<file path="config.mk">
export PLATFORM = sky130hd
export DESIGN_NAME = psp_playback
export DESIGN_NICKNAME = d
export VERILOG_FILES = /design/src/design/psp_pkg.sv /design/src/design/psp_period_timer.sv /design/src/design/psp_playback.sv
export VERILOG_INCLUDE_DIRS = /design/src /design/src/design
export SDC_FILE = /design/constraint.sdc
export NUM_CORES = 2
export LEC_CHECK = 0
export BUFFER_PORTS_ARGS = -buffer_cell sky130_fd_sc_hd__buf_4
export CORE_UTILIZATION = 34
export CTS_BUF_LIST = sky130_fd_sc_hd__clkbuf_2 sky130_fd_sc_hd__clkbuf_4 sky130_fd_sc_hd__clkbuf_8
export CTS_CLUSTER_DIAMETER = 200
export DETAILED_ROUTE_END_ITERATION = 10
export HOLD_SLACK_MARGIN = 0.12
export SYNTH_ARGS = -nofsm -noshare
export SYNTH_HDL_FRONTEND = slang
export SYNTH_SLANG_ARGS = --single-unit
export TNS_END_PERCENT = 1
</file>
<file path="constraint.sdc">
create_clock -name ref_clk -period 31.4 [get_ports ref_clk]
set_input_delay 1.57 -clock ref_clk [delete_from_list [all_inputs] [get_ports ref_clk]]
set_output_delay 1.57 -clock ref_clk [all_outputs]
set_load 0.005 [all_outputs]
</file>
<file path="src/design/psp_regs.svh">
`ifndef PSP_REGS_SVH
`define PSP_REGS_SVH

// Register byte offsets on the bus.
`define PSP_OFS_TASK_STOP 12'h004
`define PSP_OFS_TASK_BEGIN0 12'h008
`define PSP_OFS_TASK_BEGIN1 12'h00C
`define PSP_OFS_TASK_STEP 12'h010
`define PSP_OFS_EVT_STOPPED 12'h104
`define PSP_OFS_EVT_BEGAN0 12'h108
`define PSP_OFS_EVT_BEGAN1 12'h10C
`define PSP_OFS_EVT_FINISH0 12'h110
`define PSP_OFS_EVT_FINISH1 12'h114
`define PSP_OFS_EVT_PERIOD 12'h118
`define PSP_OFS_EVT_CHAIN 12'h11C
`define PSP_OFS_COUNT_MODE 12'h504
`define PSP_OFS_LIMIT 12'h508
`define PSP_OFS_PRESCALE 12'h50C
`define PSP_OFS_DECODER 12'h510
`define PSP_OFS_REPEAT 12'h514
`define PSP_OFS_SEQ0 12'h520
`define PSP_OFS_SEQ1 12'h540
`define PSP_OFS_PSEL0 12'h560
`define PSP_OFS_PSEL1 12'h564
`define PSP_OFS_PSEL2 12'h568
`define PSP_OFS_PSEL3 12'h56C

// Word offsets inside one sequence block.
`define PSP_SEQ_PTR 2'h0
`define PSP_SEQ_CNT 2'h1
`define PSP_SEQ_REFRESH 2'h2
`define PSP_SEQ_DELAY 2'h3

// Pending event bit positions.
`define PSP_EV_STOPPED 0
`define PSP_EV_BEGAN0 1
`define PSP_EV_BEGAN1 2
`define PSP_EV_FINISH0 3
`define PSP_EV_FINISH1 4
`define PSP_EV_PERIOD 5
`define PSP_EV_CHAIN 6
`define PSP_EV_NUM 7

// Field positions, widths, codes and reset values.
`define PSP_DEC_LOAD_LSB 0
`define PSP_DEC_STEP_BIT 8
`define PSP_LOAD_WAVE 2'h3
`define PSP_POL_BIT 15
`define PSP_CNT_W 15
`define PSP_DLY_W 24
`define PSP_LIMIT_W 15
`define PSP_PRE_W 3
`define PSP_REPEAT_W 16
`define PSP_PSEL_RESET 32'hFFFFFFFF
`define PSP_LIMIT_RESET 15'h03FF

`endif

</file>
<file path="src/design/psp_pkg.sv">
package psp_pkg;

	// One value fetched from memory: polarity on top, compare below.
	typedef struct packed {
		logic pol;
		logic [14:0] cmp;
	} psp_sample_t;

	// Settings of one sequence.
	typedef struct packed {
		logic [31:0] ptr;
		logic [14:0] cnt;
		logic [23:0] refresh;
		logic [23:0] delay;
	} psp_seq_cfg_t;

	// Playback states, one-hot.
	typedef enum logic [6:0] {
		S_IDLE = 7'h01,
		S_FETCH = 7'h02,
		S_ARM = 7'h04,
		S_STEP = 7'h08,
		S_TAIL = 7'h10,
		S_HOLD = 7'h20,
		S_STOP = 7'h40
	} psp_state_t;

endpackage

</file>
<file path="src/design/psp_period_timer.sv">
`timescale 1ns/1ps
`default_nettype none
`include "psp_regs.svh"

module psp_period_timer import psp_pkg::*; #(
	parameter int LIMIT_W = `PSP_LIMIT_W,
	parameter int PRE_W = `PSP_PRE_W
) (
	input wire logic ref_clk,
	input wire logic rst,
	input wire logic run,
	input wire logic hold_limit,
	input wire logic [LIMIT_W-1:0] limit_in,
	input wire logic [PRE_W-1:0] prescale,
	output logic period_end
);

	initial begin
		if (LIMIT_W < 2 || PRE_W < 1 || PRE_W > 4) begin
			$error("psp_period_timer: unsupported widths");
		end
	end

	logic [15:0] div_cnt;
	logic tick;
	logic [LIMIT_W-1:0] count;
	logic [LIMIT_W-1:0] limit_act;

	// Prescaler: one-cycle enable every 2**prescale clocks.
	assign tick = ((div_cnt & ((16'h0001 << prescale) - 16'h0001)) == 16'h0000);

	always_ff @(posedge ref_clk or posedge rst) begin
		if (rst) begin
			div_cnt <= 16'h0000;
		end else if (!run) begin
			div_cnt <= 16'h0000;
		end else begin
			div_cnt <= div_cnt + 16'h0001;
		end
	end

	// Wave counter; a period ends when the count reaches the applied limit.
	assign period_end = run && tick && (count >= limit_act);

	always_ff @(posedge ref_clk or posedge rst) begin
		if (rst) begin
			count <= '0;
		end else if (!run || period_end) begin
			count <= '0;
		end else if (tick) begin
			count <= count + 1'b1;
		end
	end

	always_ff @(posedge ref_clk or posedge rst) begin
		if (rst) begin
			limit_act <= `PSP_LIMIT_RESET;
		end else if (!hold_limit && (!run || period_end)) begin
			limit_act <= limit_in;
		end
	end
endmodule // psp_period_timer

`default_nettype wire

</file>
<file path="src/design/psp_playback.sv">
`timescale 1ns/1ps
`default_nettype none
`include "psp_regs.svh"

module psp_playback import psp_pkg::*; #(
	parameter int REPEAT_W = `PSP_REPEAT_W
) (
	input wire logic ref_clk,
	input wire logic rst,
	input wire logic wb_cyc_i,
	input wire logic wb_stb_i,
	input wire logic wb_we_i,
	input wire logic [11:0] wb_adr_i,
	input wire logic [3:0] wb_sel_i,
	input wire logic [31:0] wb_dat_i,
	output logic [31:0] wb_dat_o,
	output logic wb_ack_o,
	output logic dma_req,
	output logic [31:0] dma_addr,
	input wire logic dma_ack,
	input wire logic [15:0] dma_data,
	output psp_sample_t cmp_out,
	output logic gen_running,
	output logic [31:0] count_mode,
	output logic [`PSP_PRE_W-1:0] prescale,
	output logic [3:0][31:0] pin_select,
	output logic [`PSP_EV_NUM-1:0] event_pulse
);

	initial begin
		if (REPEAT_W < 1 || REPEAT_W > 32) begin
			$error("psp_playback: REPEAT_W out of range");
		end
	end

	// Byte-lane merge of a bus write into a stored word.
	function automatic logic [31:0] wb_merge(input logic [31:0] old, input logic [31:0] nw,
		input logic [3:0] sel);
		logic [31:0] res;
		res = old;
		for (int b = 0; b < 4; b++) begin
			if (sel[b]) begin
				res[b*8 +: 8] = nw[b*8 +: 8];
			end
		end
		return res;
	endfunction

	////////////////////////////////////////////////////////////////////////////////
	// Bus slave and registers

	logic acc;
	logic wr;
	logic [31:0] decoder;
	logic [`PSP_LIMIT_W-1:0] limit;
	logic [REPEAT_W-1:0] repeat_cnt;
	psp_seq_cfg_t seq_cfg [2];
	logic [`PSP_EV_NUM-1:0] ev_pend;
	logic task_stop;
	logic task_step;
	logic [1:0] task_begin;
	logic step_mode;
	logic wave_mode;

	// A request is taken on its first cycle; ack follows one cycle later.
	assign acc = wb_cyc_i && wb_stb_i && !wb_ack_o;
	assign wr = acc && wb_we_i;
	assign step_mode = decoder[`PSP_DEC_STEP_BIT];
	assign wave_mode = (decoder[`PSP_DEC_LOAD_LSB +: 2] == `PSP_LOAD_WAVE);

	assign task_stop = wr && (wb_adr_i == `PSP_OFS_TASK_STOP) && wb_dat_i[0];
	assign task_step = wr && (wb_adr_i == `PSP_OFS_TASK_STEP) && wb_dat_i[0];
	assign task_begin[0] = wr && (wb_adr_i == `PSP_OFS_TASK_BEGIN0) && wb_dat_i[0];
	assign task_begin[1] = wr && (wb_adr_i == `PSP_OFS_TASK_BEGIN1) && wb_dat_i[0];

	always_ff @(posedge ref_clk or posedge rst) begin
		if (rst) begin
			wb_ack_o <= 1'b0;
		end else begin
			wb_ack_o <= acc;
		end
	end

	always_ff @(posedge ref_clk or posedge rst) begin
		if (rst) begin
			count_mode <= 32'h00000000;
			decoder <= 32'h00000000;
			limit <= `PSP_LIMIT_RESET;
			prescale <= '0;
			repeat_cnt <= '0;
			pin_select <= {4{`PSP_PSEL_RESET}};
		end else if (wr) begin
			case (wb_adr_i)
				`PSP_OFS_COUNT_MODE: count_mode <= wb_merge(count_mode, wb_dat_i, wb_sel_i);
				`PSP_OFS_DECODER: decoder <= wb_merge(decoder, wb_dat_i, wb_sel_i);
				`PSP_OFS_LIMIT: limit <= wb_dat_i[`PSP_LIMIT_W-1:0];
				`PSP_OFS_PRESCALE: prescale <= wb_dat_i[`PSP_PRE_W-1:0];
				`PSP_OFS_REPEAT: repeat_cnt <= wb_dat_i[REPEAT_W-1:0];
				`PSP_OFS_PSEL0: pin_select[0] <= wb_merge(pin_select[0], wb_dat_i, wb_sel_i);
				`PSP_OFS_PSEL1: pin_select[1] <= wb_merge(pin_select[1], wb_dat_i, wb_sel_i);
				`PSP_OFS_PSEL2: pin_select[2] <= wb_merge(pin_select[2], wb_dat_i, wb_sel_i);
				`PSP_OFS_PSEL3: pin_select[3] <= wb_merge(pin_select[3], wb_dat_i, wb_sel_i);
				default: begin
				end
			endcase
		end
	end

	// Sequence settings; only storage here, playback samples them itself.
	for (genvar n = 0; n < 2; n++) begin : g_seq
		localparam logic [11:0] BASE = (n == 0) ? `PSP_OFS_SEQ0 : `PSP_OFS_SEQ1;
		always_ff @(posedge ref_clk or posedge rst) begin
			if (rst) begin
				seq_cfg[n] <= '0;
			end else if (wr && wb_adr_i[11:4] == BASE[11:4]) begin
				case (wb_adr_i[3:2])
					`PSP_SEQ_PTR: seq_cfg[n].ptr <= wb_merge(seq_cfg[n].ptr, wb_dat_i, wb_sel_i);
					`PSP_SEQ_CNT: seq_cfg[n].cnt <= wb_dat_i[`PSP_CNT_W-1:0];
					`PSP_SEQ_REFRESH: seq_cfg[n].refresh <= wb_dat_i[`PSP_DLY_W-1:0];
					default: seq_cfg[n].delay <= wb_dat_i[`PSP_DLY_W-1:0];
				endcase
			end
		end
	end

	// Read mux; unmapped addresses read zero and are still acknowledged.
	always_ff @(posedge ref_clk or posedge rst) begin
		if (rst) begin
			wb_dat_o <= 32'h00000000;
		end else if (acc) begin
			case (wb_adr_i)
				`PSP_OFS_EVT_STOPPED: wb_dat_o <= {31'h0, ev_pend[`PSP_EV_STOPPED]};
				`PSP_OFS_EVT_BEGAN0: wb_dat_o <= {31'h0, ev_pend[`PSP_EV_BEGAN0]};
				`PSP_OFS_EVT_BEGAN1: wb_dat_o <= {31'h0, ev_pend[`PSP_EV_BEGAN1]};
				`PSP_OFS_EVT_FINISH0: wb_dat_o <= {31'h0, ev_pend[`PSP_EV_FINISH0]};
				`PSP_OFS_EVT_FINISH1: wb_dat_o <= {31'h0, ev_pend[`PSP_EV_FINISH1]};
				`PSP_OFS_EVT_PERIOD: wb_dat_o <= {31'h0, ev_pend[`PSP_EV_PERIOD]};
				`PSP_OFS_EVT_CHAIN: wb_dat_o <= {31'h0, ev_pend[`PSP_EV_CHAIN]};
				`PSP_OFS_COUNT_MODE: wb_dat_o <= count_mode;
				`PSP_OFS_DECODER: wb_dat_o <= decoder;
				`PSP_OFS_LIMIT: wb_dat_o <= {{(32-`PSP_LIMIT_W){1'b0}}, limit};
				`PSP_OFS_PRESCALE: wb_dat_o <= {{(32-`PSP_PRE_W){1'b0}}, prescale};
				`PSP_OFS_REPEAT: wb_dat_o <= {{(32-REPEAT_W){1'b0}}, repeat_cnt};
				`PSP_OFS_PSEL0: wb_dat_o <= pin_select[0];
				`PSP_OFS_PSEL1: wb_dat_o <= pin_select[1];
				`PSP_OFS_PSEL2: wb_dat_o <= pin_select[2];
				`PSP_OFS_PSEL3: wb_dat_o <= pin_select[3];
				`PSP_OFS_SEQ0: wb_dat_o <= seq_cfg[0].ptr;
				`PSP_OFS_SEQ1: wb_dat_o <= seq_cfg[1].ptr;
				default: wb_dat_o <= 32'h00000000;
			endcase
		end
	end

	for (genvar e = 0; e < `PSP_EV_NUM; e++) begin : g_ev
		localparam logic [11:0] EOFS = `PSP_OFS_EVT_STOPPED + 12'(e * 4);
		always_ff @(posedge ref_clk or posedge rst) begin
			if (rst) begin
				ev_pend[e] <= 1'b0;
			end else if (event_pulse[e]) begin
				ev_pend[e] <= 1'b1;
			end else if (wr && wb_adr_i == EOFS && !wb_dat_i[0]) begin
				ev_pend[e] <= 1'b0;
			end
		end
	end

	////////////////////////////////////////////////////////////////////////////////
	// Playback sequencer

	psp_state_t state;
	psp_state_t next_state;
	psp_seq_cfg_t cur;
	logic cur_seq;
	logic [`PSP_CNT_W-1:0] idx;
	logic [`PSP_DLY_W:0] dwell;
	logic [REPEAT_W-1:0] loops_left;
	psp_sample_t buf_val;
	logic first_val;
	logic period_end;
	logic apply;
	logic last;
	logic load_now;
	logic load_sel;
	logic done;
	logic stop_done;

	psp_period_timer u_timer (
		.ref_clk(ref_clk),
		.rst(rst),
		.run(gen_running),
		.hold_limit(wave_mode),
		.limit_in(limit),
		.prescale(prescale),
		.period_end(period_end)
	);

	assign apply = (state == S_ARM) && (!gen_running || (period_end && dwell == '0));
	assign last = (idx == cur.cnt - 1'b1);
	assign stop_done = (state == S_STOP) && (!gen_running || period_end);
	assign done = (state == S_TAIL) && (dwell == '0) && cur_seq && (loops_left <= 1);
	assign load_now = !task_stop && ((|task_begin) ||
		((state == S_TAIL) && (dwell == '0) && !done));
	assign load_sel = (|task_begin) ? task_begin[1] : !cur_seq;
	assign dma_req = (state == S_FETCH);
	assign dma_addr = cur.ptr + {16'h0000, idx, 1'b0};

	always_comb begin
		next_state = state;
		case (state)
			S_IDLE: next_state = S_IDLE;
			S_FETCH: if (dma_ack) next_state = S_ARM;
			S_ARM: begin
				if (apply) begin
					if (last) begin
						next_state = (repeat_cnt != '0) ? S_TAIL : S_HOLD;
					end else begin
						next_state = step_mode ? S_STEP : S_FETCH;
					end
				end
			end
			S_STEP: if (task_step) next_state = S_FETCH;
			S_TAIL: if (done) next_state = S_HOLD;
			S_HOLD: next_state = S_HOLD;
			S_STOP: if (stop_done) next_state = S_IDLE;
			default: next_state = S_IDLE;
		endcase
		if (task_stop && state != S_IDLE) begin
			next_state = S_STOP;
		end else if (load_now) begin
			next_state = S_FETCH;
		end
	end

	always_ff @(posedge ref_clk or posedge rst) begin
		if (rst) begin
			state <= S_IDLE;
		end else begin
			state <= next_state;
		end
	end

	always_ff @(posedge ref_clk or posedge rst) begin
		if (rst) begin
			cur <= '0;
			cur_seq <= 1'b0;
		end else if (load_now) begin
			cur <= seq_cfg[load_sel];
			cur_seq <= load_sel;
		end else if (apply) begin
			cur.refresh <= seq_cfg[cur_seq].refresh;
			cur.delay <= seq_cfg[cur_seq].delay;
		end
	end

	always_ff @(posedge ref_clk or posedge rst) begin
		if (rst) begin
			loops_left <= '0;
		end else if (|task_begin) begin
			loops_left <= repeat_cnt;
		end else if (load_now && cur_seq) begin
			loops_left <= loops_left - 1'b1;
		end
	end

	// Value index and the fetch buffer.
	always_ff @(posedge ref_clk or posedge rst) begin
		if (rst) begin
			idx <= '0;
			buf_val <= '0;
			first_val <= 1'b0;
		end else begin
			if (load_now) begin
				idx <= '0;
				first_val <= 1'b1;
			end else if (apply) begin
				first_val <= 1'b0;
				if (!last) begin
					idx <= idx + 1'b1;
				end
			end
			if (dma_req && dma_ack) begin
				buf_val <= psp_sample_t'(dma_data);
			end
		end
	end

	always_ff @(posedge ref_clk or posedge rst) begin
		if (rst) begin
			dwell <= '0;
		end else if (apply) begin
			if (step_mode) begin
				dwell <= '0;
			end else if (last) begin
				dwell <= {1'b0, seq_cfg[cur_seq].refresh} + {1'b0, seq_cfg[cur_seq].delay};
			end else begin
				dwell <= {1'b0, seq_cfg[cur_seq].refresh};
			end
		end else if (period_end && dwell != '0 && state != S_HOLD) begin
			dwell <= dwell - 1'b1;
		end
	end

	always_ff @(posedge ref_clk or posedge rst) begin
		if (rst) begin
			cmp_out <= '0;
			gen_running <= 1'b0;
		end else if (stop_done) begin
			cmp_out <= '0;
			gen_running <= 1'b0;
		end else if (apply) begin
			cmp_out <= buf_val;
			gen_running <= 1'b1;
		end
	end

	always_comb begin
		event_pulse = '0;
		event_pulse[`PSP_EV_STOPPED] = stop_done;
		event_pulse[`PSP_EV_BEGAN0] = apply && first_val && !cur_seq;
		event_pulse[`PSP_EV_BEGAN1] = apply && first_val && cur_seq;
		event_pulse[`PSP_EV_FINISH0] = apply && last && !cur_seq;
		event_pulse[`PSP_EV_FINISH1] = apply && last && cur_seq;
		event_pulse[`PSP_EV_PERIOD] = period_end;
		event_pulse[`PSP_EV_CHAIN] = done;
	end
endmodule // psp_playback

`default_nettype wire

</file>
**Word-level counts from Yosys, hierarchy flattened**

Cells that the tools add are included.

- Add/sub/neg operators: 9
- Order comparisons: 4
- Equal/unequal tests: 42
- Shifts and indexed selects: 1
- Muxes and demuxes: 51
- Bitwise operators: 4
- Reduce and logical (&&, ||, !) cells: 121

Operators with widths:

| operator | count |
|---|---|
| 32-bit one-hot mux with 18 select lines | 1 |
| 95-bit two-way mux | 3 |
| 48-bit two-way mux | 3 |
| 12-bit by 11-bit == test with 1-bit output, second input constant | 11 |
| 25-bit two-way mux | 4 |
| 3-bit AND reduction | 32 |
| 12-bit by 9-bit == test with 1-bit output, second input constant | 7 |
| 16-bit two-way mux | 5 |
| 15-bit two-way mux | 5 |
| 1-bit logical AND | 49 |
| 7-bit two-way mux | 7 |
| 7-bit one-hot mux with 6 select lines | 1 |
| 32-bit by 16-bit adder with 32-bit output | 1 |
| 16-bit by 1-bit subtractor with 16-bit output, second input constant | 2 |
| 15-bit by 1-bit adder with 15-bit output, second input constant | 2 |
| 24-bit by 24-bit adder with 25-bit output | 1 |
| 25-bit zero test | 1 |
| 25-bit nonzero test | 1 |
| 25-bit by 1-bit subtractor with 25-bit output, second input constant | 1 |
| 12-bit by 4-bit == test with 1-bit output, second input constant | 2 |
| 2-bit nonzero test | 12 |
| 2-bit AND reduction | 10 |
| 1-bit two-way mux | 19 |
| 16-bit by 1-bit adder with 16-bit output, second input constant | 1 |
| 36 further kinds | 51 |

- Register bits after elaboration: 647
- Input bits: 70
- Output and inout port bits: 253

**Longest topological paths before layout**

- Word-level depth: 13
- Mapped depth: 16
- Gate-level depth less buffers: 12

**Hierarchy**

A second synthesis with hierarchy kept.

- Cell total of the unflattened synthesis: 2,892
- Area total of the unflattened synthesis: 32,799.0 µm²

By module, submodules not included:

| module | times used | cells each | area each (µm²) | sequential area each (µm²) |
|---|---|---|---|---|
| psp_playback | 1 | 2,600 | 29,948.7 | 15,213.3 |
| psp_period_timer | 1 | 292 | 2,850.2 | 1,163.6 |

**Least setup slack after synthesis**

No wires, ideal clock.

- Path type: flip-flop to output port
- Start point: reg prescale[0]
- End point: out event_pulse[3]
- Arrival: 3,369 ps
- Data required time: 29,830 ps
- Path slack: 26,461 ps
- Cell stages (with the launch flop): 14
- Path through: dfrtp_1 clkbuf_1 or3_1 ha_1 inv_1 a222oi_1 o2111ai_1 or2_2 clkbuf_1 o41a_1 nor2_1 clkbuf_1 nand2_1 nor2_1

- Word-level cells in the longest chain between the ends: 11

RTL lines:

| element | line | text |
|---|---|---|
| start: declaration | psp_playback.sv:25 | `` output logic [`PSP_PRE_W-1:0] prescale, `` |
| start signal: assignment | psp_playback.sv:97 | `` `PSP_OFS_PRESCALE: prescale <= wb_dat_i[`PSP_PRE_W-1:0]; `` |
| 1-bit by 3-bit << shifter with 16-bit output | psp_period_timer.sv:30 | `assign tick = ((div_cnt & ((16'h0001 << prescale) - 16'h0001)) == 16'h0000);` |
| 16-bit by 1-bit subtractor with 16-bit output | psp_period_timer.sv:30 |  |
| 16-bit bitwise AND | psp_period_timer.sv:30 |  |
| 16-bit zero test | psp_period_timer.sv:30 |  |
| 1-bit logical AND (2 in series) | psp_period_timer.sv:43 | `assign period_end = run && tick && (count >= limit_act);` |
| 1-bit logical AND | psp_playback.sv:198 | `assign apply = (state == S_ARM) && (!gen_running \|\| (period_end && dwell == '0));` |
| 1-bit logical OR | psp_playback.sv:198 |  |
| 1-bit logical AND | psp_playback.sv:198 |  |
| 1-bit logical AND (2 in series) | psp_playback.sv:322 | `` event_pulse[`PSP_EV_FINISH0] = apply && last && !cur_seq; `` |
| end: declaration | psp_playback.sv:27 | `` output logic [`PSP_EV_NUM-1:0] event_pulse `` |

Every way passes these cells.

**Worst setup path after layout**

- Start point: reg cur[48] (netlist bit)
- End point: out event_pulse[3]

- Word-level cells in the longest chain between the ends: 4

RTL lines:

| element | line | text |
|---|---|---|
| start: declaration | psp_playback.sv:173 | `psp_seq_cfg_t cur;` |
| start signal: assignment | psp_playback.sv:248 | `cur <= seq_cfg[load_sel];` |
| 15-bit by 1-bit subtractor with 15-bit output | psp_playback.sv:199 | `assign last = (idx == cur.cnt - 1'b1);` |
| 15-bit == test | psp_playback.sv:199 |  |
| 1-bit logical AND (2 in series) | psp_playback.sv:322 |  |

Every way passes these cells.

==> impl_metrics.env <==
export IMPL_status="complete, no violations"
export IMPL_cpPeakStageDelay_ns=0.73
export IMPL_min_period_ns=6.43
export IMPL_die_width_um=310
export IMPL_first_pass_iters=6
export IMPL_dpl_cell_count=4277
export IMPL_synth_main_ff_cell="dfrtp_1"
export IMPL_cts_root_buffer="clkbuf_8"
export IMPL_worst_pin_slew_ns=1.39
export IMPL_rows=112
export IMPL_io_pins=323
export IMPL_relSlewSlack_pct=6.58
export IMPL_insertion_delay_ns=0.79
export IMPL_clk_path_buf_depth=3
export IMPL_p_per_area_nw_per_um2=45.8
export IMPL_synth_cell_types=76
export IMPL_fin_tns_setup_ns=0
export IMPL_die_h_um=310
export IMPL_final_cell_mix="dfrtp_1, mux2_2, buf_4, nor2_1, nand2_1"
export IMPL_report_final_slew_viol_count=0
export IMPL_drive_gt1_share_pct=38.8
export IMPL_ys_warnings_count=0
export IMPL_cts_max_level=3
export IMPL_crit_top_cell="buf_4"
export IMPL_remaining_drc_errors=0
export IMPL_grt_pass1_vias=24521
export IMPL_finalNetCount=3273
export IMPL_ys_ff_latch=647
export IMPL_async_reset_ff_share_pct=100
export IMPL_holdWs_ns=0.458
export IMPL_max_freq_mhz=156
export IMPL_syn_area_sq_um=32400
export IMPL_final_cells=4492
export IMPL_hold_viol=0
export IMPL_drt_iter0_markers=2067
export IMPL_rsz0062_at_grt="no"
export IMPL_critPathSlowestCell="or4b_2"
export IMPL_ctsHoldBuffers=0
export IMPL_cp_start_kind="flip-flop"
export IMPL_die_area_sq_um=96400
export IMPL_met2_usage_pct=34.9
export IMPL_cts_resized=0
export IMPL_grt_met3_usage_pct=7.04
export IMPL_syn_nets=2959
export IMPL_synth_edf_count=0
export IMPL_routedWlPerCell_um=24.4
export IMPL_dr_total_vias=24738
export IMPL_p_leak_uw=0.0186
export IMPL_peakVddDrop_uv=33.1
export IMPL_start_util_pct=34.5
export IMPL_cts_tree="built"
export IMPL_clock_sinks=647
export IMPL_grt_met1_usage_pct=30.4
export IMPL_io_buffers=322
export IMPL_final_common_cell="dfrtp_1"
export IMPL_path_cells="inv_1 -> ha_1 -> or4b_2 -> nor4_1 -> nand4_1 -> a21o_1 -> a31oi_1 -> and2_2 -> buf_4 -> nand2_1 -> nor2_1 -> buf_4"
export IMPL_clkTransAtPathRegs_ns=0.06
export IMPL_synth_yosys_seq_area_share_pct=50.6
export IMPL_syn_to_final_growth_pct=19.8
export IMPL_cp_max_fo=39
export IMPL_wirelength_mm=110
export IMPL_fin_ws_ns=24.97
export IMPL_grt_overflow_total=0
export IMPL_maxCapViolCount=0
export IMPL_fin_crit_sh_pct=20.5
export IMPL_core_area_sq_um=93700
export IMPL_finClkSkew_ns=0.0671
export IMPL_dpl_hpwl_mm=77.1
export IMPL_hold_class="flip-flop to flip-flop"
export IMPL_end_kind="output port"
export IMPL_reg2reg_slack_ns=26.42
export IMPL_grt_busiest_layer="met2"
export IMPL_synth_area_per_cell_sq_um=11.5
export IMPL_final_antenna_net_count=0
export IMPL_gp_congestion=0.897
export IMPL_cts_buffers_inserted=113
export IMPL_critPathArrivalTime_ns=4.86
export IMPL_vias_per_cell=5.51
export IMPL_grt_usage_pct=22.6
export IMPL_pre_cts_slack_ns=25.09
export IMPL_setup_viol=0
export IMPL_grt_max_degree=174
export IMPL_post_cts_buffers=0
export IMPL_final_core_util_pct=41.3
export IMPL_critical_path_class="flip-flop to output port"
export IMPL_antenna_found_initial=10
export IMPL_synth_cells=2824
export IMPL_cp_required_ns=29.83
export IMPL_grt_pass1_wl_mm=163
==> metrics by stage <==
stage	instance area [sq um]	total power [uW]
after global placement	36100	900
after floorplan	32400	874
after global routing	38800	1840
after CTS	38800	1790
after detailed placement	36100	900
final	38800	1780
==> sequential cells by signal, indices dropped and copies added, names as in the netlist, 3 cells and up <==
signal	cells
decoder	32
idx	15
repeat_cnt	16
pin_select	128
loops_left	16
dwell	25
u_timer.div_cnt	16
u_timer.limit_act	15
ev_pend	7
wb_dat_o	32
cur	47
count_mode	32
cmp_out	16
u_timer.count	15
limit	15
prescale	3
buf_val	16
seq_cfg	190
state	7
==> worst paths after layout <==
kind,from,endpoint,cells past startpoint
max,cur[48],event_pulse[3],12
min,buf_val[8],cmp_out[8],2
max reg2reg,wb_ack_o,loops_left[3],8
min reg2reg,buf_val[8],cmp_out[8],2
max in group asynchronous,rst,cmp_out[9],5
min in group asynchronous,rst,wb_dat_o[29],2
==> cell families after synthesis <==
logic type,share of synthesized area [%]
mux,19.6
xor+xnor,2.98
simple gates,11.5
buf+inv,2.63
flops,50.6
fa+ha+maj,2.56
compound gates,10.2
==> layout make-up <==
class                      instances  area (sq um)
fill                            8960         55000
sequential                       647         16400
multi-input combinational       1955         15200
timing repair buffer             357          2690
clock buffer                     191          2340
tap                             1254          1570
clock inverter                    22           303
inverter                          64           248
antenna                            2          5.00
==> per-layer routing <==
metal | vias up | part of all wire, %
met4 | 12 | 2.5
met2 | 963 | 45
met5 | - | 0.070
li1 | 11085 | -
met3 | 151 | 9.2
met1 | 12527 | 43
==> power breakdown <==
part           internal, uW  switching (uW)  leakage [uW]
Combinational          10.7            37.0       0.00878
Sequential              836           0.976       0.00843
Clock                   515             376       0.00141
Total                  1360             414        0.0186
==> synth_stat cells, drive strengths merged, types with 14 or more instances <==
cell type,n,area share (%)
mux2,496,17
inv,64,0.74
xor2,45,1.2
dfrtp,498,39
nor4,41,0.87
nand3,77,1.2
and2,14,0.27
or4,17,0.41
xnor2,65,1.8
clkbuf,132,1.5
or3,19,0.37
and3,28,0.54
nor3,52,0.80
nand2b,20,0.39
a22oi,51,1.2
nand2,161,1.9
buf,26,0.36
dfstp,149,12
o31ai,15,0.35
a21oi,117,1.8
a22o,48,1.3
o21ai,66,1.0
mux2i,75,2.3
nand4,56,1.1
a221oi,15,0.41
nor2,197,2.3
a222oi,38,1.2
o22ai,23,0.44
ha,63,2.4
==> worst max-delay path: cells and delay by family, from the launching register on <==
kind	cells	cell delay (ns)
AO/OA/AOI/OAI	2	0.73
adder cells (fa/ha/maj)	1	0.19
buffers and inverters	3	0.68
flip-flops	1	0.44
AND/OR/NAND/NOR	6	1.99
Note: power is estimated with default switching activity, not from simulation.
